<file path="config.mk">
export PLATFORM = sky130hd
export DESIGN_NAME = coar_resolver
export DESIGN_NICKNAME = d
export VERILOG_FILES = /design/src/hw/coar_pkg.sv /design/src/hw/coar_bitmap.sv /design/src/hw/coar_resolver.sv
export VERILOG_INCLUDE_DIRS = /design/src /design/src/hw
export SDC_FILE = /design/constraint.sdc
export NUM_CORES = 1
export LEC_CHECK = 0
export ABC_AREA = 1
export BUFFER_PORTS_ARGS = -buffer_cell sky130_fd_sc_hd__buf_2
export CORE_MARGIN = 4
export CORE_UTILIZATION = 52
export DETAILED_ROUTE_END_ITERATION = 8
export PLACE_DENSITY = 0.83
export SYNTH_ARGS = -nofsm -noshare
export SYNTH_HDL_FRONTEND = slang
export SYNTH_SLANG_ARGS = --single-unit
</file>
<file path="constraint.sdc">
create_clock -name i_clk_sys -period 2.98 [get_ports i_clk_sys]
set_clock_uncertainty 0.2 [all_clocks]
set_input_delay 0.596 -clock i_clk_sys [delete_from_list [all_inputs] [get_ports i_clk_sys]]
set_output_delay 0.596 -clock i_clk_sys [all_outputs]
set_load 0.01 [all_outputs]
</file>
<file path="src/hw/coar_map.svh">
`ifndef COAR_MAP_SVH
`define COAR_MAP_SVH

// special function register byte addresses
`define COAR_SFR_ACC 8'hE0
`define COAR_SFR_PSW 8'hD0
`define COAR_SFR_DPL 8'h82
`define COAR_SFR_DPH 8'h83

// program status word bank-select field
`define COAR_PSW_BANK_LO 3
`define COAR_PSW_BANK_HI 4

// internal RAM layout
`define COAR_IRAM_SFR_BIT 7
`define COAR_REGS_TOP 8'h20
`define COAR_BIT_RAM_BASE 8'h20
`define COAR_BIT_CARRY 8'hD7

// opcodes that break the nibble pattern
`define COAR_OP_RESERVED 8'hA5

// cycle counts
`define COAR_CYC_ONE 3'h1
`define COAR_CYC_TWO 3'h2
`define COAR_CYC_THREE 3'h3
`define COAR_CYC_SIX 3'h6

`endif

</file>
<file path="src/hw/coar_pkg.sv">
`default_nettype none

package coar_pkg;

    typedef enum logic [3:0] {
        SP_NONE,
        SP_IRAM,
        SP_SFR,
        SP_XDATA,
        SP_CODE,
        SP_IMM,
        SP_ACC,
        SP_BIT,
        SP_DATA_POINTER_REG
    } coar_space_t;

    typedef struct packed {
        logic [7:0] acc;
        logic [15:0] data_pointer_reg;
        logic [1:0] bank;
        logic [31:0][7:0] bank_general_regs;
        logic valid;
        coar_space_t space;
        logic [15:0] addr;
        logic [15:0] imm;
        logic [2:0] bit_idx;
        logic [2:0] cycles;
        logic reserved;
    } coar_state_t;

endpackage : coar_pkg

`default_nettype wire

</file>
<file path="src/hw/coar_bitmap.sv">
`include "coar_map.svh"
`default_nettype none

module coar_bitmap (
    // bit address in
    input wire logic [7:0] i_bit_addr,
    // resolved location
    output logic [7:0] o_byte_addr,
    output logic [2:0] o_bit_idx
);

    always_comb begin
        o_bit_idx = i_bit_addr[2:0];
        if (i_bit_addr[`COAR_IRAM_SFR_BIT]) begin
            // upper half: sfrs whose address ends in 0 or 8
            o_byte_addr = {i_bit_addr[7:3], 3'h0};
        end else begin
            o_byte_addr = 8'(`COAR_BIT_RAM_BASE + {4'h0, i_bit_addr[6:3]});
        end
    end

endmodule : coar_bitmap

`default_nettype wire

</file>
<file path="src/hw/coar_resolver.sv">
`include "coar_map.svh"
`default_nettype none

module coar_resolver #(
    parameter int unsigned CODE_AW = 16
) (
    // clock and reset
    input wire logic i_clk_sys,
    input wire logic i_rst,
    // instruction to resolve
    input wire logic i_dec_valid,
    input wire logic [7:0] i_opcode,
    input wire logic [7:0] i_op1,
    input wire logic [7:0] i_op2,
    input wire logic [15:0] i_pc,
    // write-back snoop from the execute stage
    input wire logic i_wr_en,
    input wire logic i_wr_sfr,
    input wire logic [7:0] i_wr_addr,
    input wire logic [7:0] i_wr_data,
    // resolved operand
    output logic o_valid,
    output coar_pkg::coar_space_t o_space,
    output logic [15:0] o_addr,
    output logic [15:0] o_imm,
    output logic [2:0] o_bit_idx,
    output logic [2:0] o_cycles,
    output logic o_reserved,
    // architectural state
    output logic [7:0] o_acc,
    output logic [15:0] o_data_pointer_reg,
    output logic [1:0] o_bank
);

    // code addresses narrower than a byte or wider than the data pointer cannot be served
    if (CODE_AW < 8 || CODE_AW > 16) begin : g_bad_code_aw
        $error("coar_resolver: CODE_AW must lie in 8..16");
    end

    localparam logic [15:0] CODE_MASK = 16'((32'h1 << CODE_AW) - 32'h1);

    coar_pkg::coar_state_t s_reg;
    coar_pkg::coar_state_t s_next;

    logic [7:0] bit_src;
    logic [7:0] bit_byte;
    logic [2:0] bit_idx;
    logic [4:0] rn_idx;
    logic [4:0] ri_idx;
    logic [7:0] ri_val;
    logic imm_in_op1;

    coar_bitmap u_bitmap (
        .i_bit_addr(bit_src),
        .o_byte_addr(bit_byte),
        .o_bit_idx(bit_idx)
    );

    // carry ops reach the status word bit through the same bit path
    assign bit_src = (i_opcode[3:0] == 4'h3) ? `COAR_BIT_CARRY : i_op1;

    always_comb begin
        s_next = s_reg;
        rn_idx = {s_reg.bank, i_opcode[2:0]};
        ri_idx = {s_reg.bank, 2'b00, i_opcode[0]};
        ri_val = s_reg.bank_general_regs[ri_idx];
        // mov #, cjne # forms carry a constant next to an Rn or @Ri operand
        imm_in_op1 = (i_opcode[7:4] == 4'h7) || (i_opcode[7:4] == 4'hB);
        s_next.valid = i_dec_valid;
        if (i_dec_valid) begin
            s_next.space = coar_pkg::SP_NONE;
            s_next.addr = 16'h0000;
            s_next.imm = 16'h0000;
            s_next.bit_idx = 3'h0;
            s_next.cycles = `COAR_CYC_TWO;
            s_next.reserved = 1'b0;
            if (i_opcode[3]) begin
                s_next.space = coar_pkg::SP_IRAM;
                s_next.addr = {11'h000, rn_idx};
                s_next.cycles = `COAR_CYC_ONE;
                if (imm_in_op1) begin
                    s_next.imm = {8'h00, i_op1};
                end
            end else begin
                unique case (i_opcode[2:0])
                    3'h6, 3'h7: begin
                        s_next.space = coar_pkg::SP_IRAM;
                        s_next.addr = {8'h00, ri_val};
                        if (imm_in_op1) begin
                            s_next.imm = {8'h00, i_op1};
                        end
                    end
                    3'h5: begin
                        if (i_opcode == `COAR_OP_RESERVED) begin
                            s_next.reserved = 1'b1;
                        end else begin
                            // the address byte never leaves the core spaces
                            s_next.space = i_op1[`COAR_IRAM_SFR_BIT] ? coar_pkg::SP_SFR
                                                                     : coar_pkg::SP_IRAM;
                            s_next.addr = {8'h00, i_op1};
                            if (i_opcode[7:4] == 4'h7) begin
                                s_next.imm = {8'h00, i_op2};
                            end
                        end
                    end
                    3'h4: begin
                        unique case (i_opcode[7:4])
                            4'h2, 4'h3, 4'h4, 4'h5, 4'h6, 4'h7, 4'h9, 4'hB: begin
                                s_next.space = coar_pkg::SP_IMM;
                                s_next.imm = {8'h00, i_op1};
                            end
                            default: begin
                                s_next.space = coar_pkg::SP_ACC;
                                s_next.addr = {8'h00, `COAR_SFR_ACC};
                                if (i_opcode[7:4] == 4'h8) begin
                                    s_next.cycles = `COAR_CYC_SIX;
                                end else if (i_opcode[7:4] == 4'hD) begin
                                    s_next.cycles = `COAR_CYC_THREE;
                                end else if (i_opcode[7:4] != 4'hA) begin
                                    s_next.cycles = `COAR_CYC_ONE;
                                end
                            end
                        endcase
                    end
                    3'h3: begin
                        unique case (i_opcode[7:4])
                            4'h0, 4'h1, 4'h2, 4'h3: begin
                                s_next.space = coar_pkg::SP_ACC;
                                s_next.addr = {8'h00, `COAR_SFR_ACC};
                                s_next.cycles = `COAR_CYC_ONE;
                            end
                            4'h4, 4'h5, 4'h6: begin
                                s_next.space = i_op1[`COAR_IRAM_SFR_BIT] ? coar_pkg::SP_SFR
                                                                         : coar_pkg::SP_IRAM;
                                s_next.addr = {8'h00, i_op1};
                                s_next.imm = {8'h00, i_op2};
                            end
                            4'h7, 4'h9: begin
                                // jump target or table read, both code space
                                s_next.space = coar_pkg::SP_CODE;
                                s_next.addr = 16'(s_reg.data_pointer_reg
                                                  + {8'h00, s_reg.acc}) & CODE_MASK;
                            end
                            4'h8: begin
                                s_next.space = coar_pkg::SP_CODE;
                                s_next.addr = 16'(i_pc + {8'h00, s_reg.acc}) & CODE_MASK;
                            end
                            4'hA: begin
                                s_next.space = coar_pkg::SP_DATA_POINTER_REG;
                                s_next.cycles = `COAR_CYC_ONE;
                            end
                            4'hB, 4'hC, 4'hD: begin
                                s_next.space = coar_pkg::SP_BIT;
                                s_next.addr = {8'h00, bit_byte};
                                s_next.bit_idx = bit_idx;
                                s_next.cycles = `COAR_CYC_ONE;
                            end
                            default: begin
                                s_next.space = coar_pkg::SP_XDATA;
                                s_next.addr = {8'h00, ri_val};
                            end
                        endcase
                    end
                    3'h2: begin
                        unique case (i_opcode[7:4])
                            4'h0, 4'h1, 4'h2, 4'h3: begin
                                s_next.space = coar_pkg::SP_NONE;
                            end
                            4'h4, 4'h5, 4'h6: begin
                                s_next.space = i_op1[`COAR_IRAM_SFR_BIT] ? coar_pkg::SP_SFR
                                                                         : coar_pkg::SP_IRAM;
                                s_next.addr = {8'h00, i_op1};
                            end
                            4'hE, 4'hF: begin
                                s_next.space = coar_pkg::SP_XDATA;
                                s_next.addr = {8'h00, ri_val};
                            end
                            default: begin
                                s_next.space = coar_pkg::SP_BIT;
                                s_next.addr = {8'h00, bit_byte};
                                s_next.bit_idx = bit_idx;
                            end
                        endcase
                    end
                    3'h0: begin
                        unique case (i_opcode[7:4])
                            4'h1, 4'h2, 4'h3, 4'hA, 4'hB: begin
                                s_next.space = coar_pkg::SP_BIT;
                                s_next.addr = {8'h00, bit_byte};
                                s_next.bit_idx = bit_idx;
                            end
                            4'hC, 4'hD: begin
                                s_next.space = i_op1[`COAR_IRAM_SFR_BIT] ? coar_pkg::SP_SFR
                                                                         : coar_pkg::SP_IRAM;
                                s_next.addr = {8'h00, i_op1};
                            end
                            4'hE, 4'hF: begin
                                s_next.space = coar_pkg::SP_XDATA;
                                s_next.addr = s_reg.data_pointer_reg;
                            end
                            4'h9: begin
                                s_next.space = coar_pkg::SP_IMM;
                                s_next.imm = {i_op1, i_op2};
                            end
                            default: begin
                                s_next.space = coar_pkg::SP_NONE;
                            end
                        endcase
                    end
                    default: begin
                        // absolute jumps and calls carry no data operand
                        s_next.space = coar_pkg::SP_NONE;
                    end
                endcase
            end
        end
        // write-back lands after the decode above, so it shows from the next instruction
        if (i_wr_en) begin
            if (!i_wr_sfr) begin
                if (i_wr_addr < `COAR_REGS_TOP) begin
                    s_next.bank_general_regs[i_wr_addr[4:0]] = i_wr_data;
                end
            end else begin
                unique case (i_wr_addr)
                    `COAR_SFR_ACC: s_next.acc = i_wr_data;
                    `COAR_SFR_PSW: begin
                        s_next.bank = i_wr_data[`COAR_PSW_BANK_HI:`COAR_PSW_BANK_LO];
                    end
                    `COAR_SFR_DPL: s_next.data_pointer_reg[7:0] = i_wr_data;
                    `COAR_SFR_DPH: s_next.data_pointer_reg[15:8] = i_wr_data;
                    default: begin
                    end
                endcase
            end
        end
    end

    always_ff @(posedge i_clk_sys) begin
        if (i_rst) begin
            s_reg <= coar_pkg::coar_state_t'('0);
        end else begin
            s_reg <= s_next;
        end
    end

    assign o_valid = s_reg.valid;
    assign o_space = s_reg.space;
    assign o_addr = s_reg.addr;
    assign o_imm = s_reg.imm;
    assign o_bit_idx = s_reg.bit_idx;
    assign o_cycles = s_reg.cycles;
    assign o_reserved = s_reg.reserved;
    assign o_acc = s_reg.acc;
    assign o_data_pointer_reg = s_reg.data_pointer_reg;
    assign o_bank = s_reg.bank;

endmodule : coar_resolver

`default_nettype wire

</file>
==> run_results.csv <==
group,metric,value,unit
outcome,outcome,"finished clean",
finish,nets,1419,
clocking,clockBufferDepth,2,
worst_setup_path,critPathMaxStageDelay,300,ps
yosys,synthArstFlopShare,0,%
clocking,cts_buffers,17,
detailed_routing,ant_nets,0,
sta,rsz0062_at_grt,"no",
finish,largest_register_ffs,64,
grt,grt_pass1_vias,7987,
yosys,syn_inst,1291,
floorplanning,die-area,0.0182,sq mm
place,place_congestion,0.932,
worst_setup_path,r2r_slack,490,ps
floorplanning,fp-row-count,46,
floorplanning,fp.dieH,135,um
detailed_routing,drt-total-wl,24500,um
worst_setup_path,start_kind,"input pin",
grt,grt_start_max_net_pins,63,
floorplanning,core-area,0.0158,sq mm
place,port_buffers,130,
worst_setup_path,end_kind,"flip-flop",
sta,setup_violations,0,
yosys,synth_seq_cells,134,
finish,antenna_cells,0,
grt,grt_overflow_total,0,
sta,worstMarginPinSlew,778,ps
worst_setup_path,reg2reg_from,"o_data_pointer_reg[0]",
worst_setup_path,ff2ff_path_depth,15,
worst_setup_path,path_max_fanout,9,
yosys,yosysUniqueCellTypes,43,
place,place_ws,-13.6,ps
floorplanning,start_util,52.8,%
floorplanning,die_w,135,um
clocking,htree_levels,4,
yosys,synth_area_per_cell,6.47,sq um
worst_setup_path,worstPathRequired,3080,ps
worst_setup_path,critical_path_class,"input pin to flip-flop",
yosys,yosys_warnings,0,
detailed_routing,vias,8543,
finish,area_delta_synth_final,12.1,%
worst_hold_path,hold_end,"o_imm[0]",
sta,setup_slack,385,ps
worst_hold_path,hold_class,"input pin to flip-flop",
yosys,synth_flop_cell,"dfxtp_1",
clocking,ctsResizeCount,0,
sta,fin_crit,2590,ps
sta,max_freq,0.385,GHz
power,vdd.ir_drop.worst,0.455,mV
detailed_routing,drc,0,
worst_hold_path,min_from,"i_op2[0]",
grt,grtUsageTotal,27.3,%
power,leakagePower,4.21,nW
detailed_routing,drtIter0Drc,733,
worst_setup_path,worst_path_most_repeated_cell,"nand2_1",
clocking,cts_tree,"built",
yosys,yosysSeqAreaShare,32.1,%
sta,slew_headroom,47.7,%
clocking,hold_buffers,0,
worst_setup_path,crit_chain,"buf_2 -> inv_2 -> nor2_8 -> nand2_4 -> clkinv_2 -> buf_4 -> o21ai_0 -> ha_1 -> nand2_1 -> nand2_1 -> a21oi_1 -> nand2_1 -> nand2_2 -> nand2_4 -> o21ai_0 -> o22ai_1 -> nand2_1 -> a21oi_1",
floorplanning,ios,131,
detailed_routing,wl_per_cell,15.5,um
flow_run,maxCapViolCount,0,
sta,hold_viol_final,0,
clocking,worst_skew_pair.late_latency,430,ps
detailed_routing,via_per_inst,5.42,
worst_hold_path,hold_path_depth,3,
worst_setup_path,crit_arrival,2690,ps
place,hpwl,17900,um
power,p_per_area,466,mW/mm^2
clocking,post_cts_buffers,0,
worst_setup_path,timing.rr.end,"o_addr[14]",
clocking,cts-root-buf,"clkbuf_16",
grt,grt_pass1_wl,40200,um
worst_setup_path,crit_slowest_cell,"ha_1",
clocking,clkSinkCount,134,
yosys,syn-num-nets,1363,
clocking,clk_pin_slew,60,ps
grt,antenna_found_initial,0,
yosys,synthesis.area,0.00836,sq mm
yosys,synth-edff-count,0,
detailed_routing,drt_pass1_iterations,5,
finish,drive_gt1_share,18.9,%
sta,hold_slack,239,ps
finish,fin_util,59.2,%
sta,maxSlewViolCount,0,
sta,fin_crit_sh,87.1,%
==> cell type report <==
type                            instances  area, sq um
Clock buffer                           20          457
Clock inverter                         12          118
Multi-Input combinational cell        851         4230
Tap cell                              216          270
Timing Repair Buffer                  166          946
Fill cell                            1492         6460
Inverter                              177          666
Sequential cell                       134         2680
==> worst max-delay path by stage <==
stage           startpoint         end  depth (start not counted)
2_1_floorplan  i_opcode[5]  o_addr[14]                         19
3_3_place_gp   i_opcode[7]  o_addr[10]                         16
3_5_place_dp   i_opcode[7]  o_addr[14]                         19
4_1_cts        i_opcode[7]  o_addr[13]                         21
5_1_grt        i_opcode[7]  o_addr[14]                         20
6_report       i_opcode[7]   o_addr[9]                         18
==> where the power goes <==
| part | internal [mW] | switching (mW) |
|---|---|---|
| registers | 1.81 | 0.00996 |
| logic | 0.154 | 0.338 |
| clock network | 1.21 | 0.851 |
==> cells in the final DEF, fill, tap and decap left out, types with 2 or more instances in the layout <==
cell,count
nand2_1,280
inv_1,166
o21ai_0,157
a21oi_1,150
dfxtp_1,134
buf_2,130
nor2_1,73
nand3_1,62
buf_4,34
nand2_2,19
o211ai_1,18
clkbuf_16,17
a31oi_1,13
ha_1,10
inv_2,8
a211oi_1,8
nor2_2,8
nor3_1,6
nand2_4,5
o22ai_1,5
clkinv_2,4
o21ai_1,4
inv_6,4
nor2_4,3
nand4_1,3
o21ai_2,3
a21oi_2,3
clkinv_4,3
nor3_4,2
nor4_1,2
clkinv_1,2
nand3_2,2
o21a_1,2
a21oi_4,2
o31ai_1,2
clkbuf_8,2
buf_12,2
==> critical path: cells and delay by family <==
kind                     cells  cell delay, ps
buffers and inverters        4             470
AO/OA/AOI/OAI                5             690
adder cells (fa/ha/maj)      1             300
AND/OR/NAND/NOR              8             620
==> cell usage after synthesis, types with 10 or more instances <==
cell | instances | share of area (%)
nand2_2 | 18 | 1.3
clkbuf_1 | 37 | 1.7
nor2_1 | 73 | 3.3
buf_4 | 70 | 6.3
inv_1 | 167 | 7.5
nand3_1 | 62 | 3.7
ha_1 | 10 | 1.5
o21ai_0 | 158 | 9.5
buf_2 | 20 | 1.2
a21oi_1 | 150 | 9.0
dfxtp_1 | 134 | 32
nand2_1 | 281 | 13
a31oi_1 | 13 | 0.97
o211ai_1 | 18 | 1.6
==> cells by family after synthesis <==
logic type,after synthesis,share of synthesized area [%]
flip-flops,134,32.1
buffers and inverters,306,17.4
AO/OA/AOI/OAI,369,23.9
XOR/XNOR,1,0.105
adder cells (fa/ha/maj),11,1.74
AND/OR/NAND/NOR,470,24.8
==> metrics by stage <==
step,cells,instance area [sq um],setup TNS [ps],total power [mW]
final,1576,9370,0,4.37
after global routing,1576,9370,0,4.54
after global placement,1544,8790,0,2.33
after CTS,1576,9370,0,4.38
after detailed placement,1544,8790,-20.3,2.34
after floorplan,1291,8370,0,2.18
==> routing by layer <==
metal / GRT usage (%) / vias up / share of wire [%]
met3: 5.48 / 58 / 7.7
met2: 44.4 / 335 / 47
met5: 0 / - / 0
li1: - / 4233 / -
met1: 35.7 / 3917 / 42
met4: 11.1 / 0 / 3.0
Note: power is estimated with default switching activity, not from simulation.
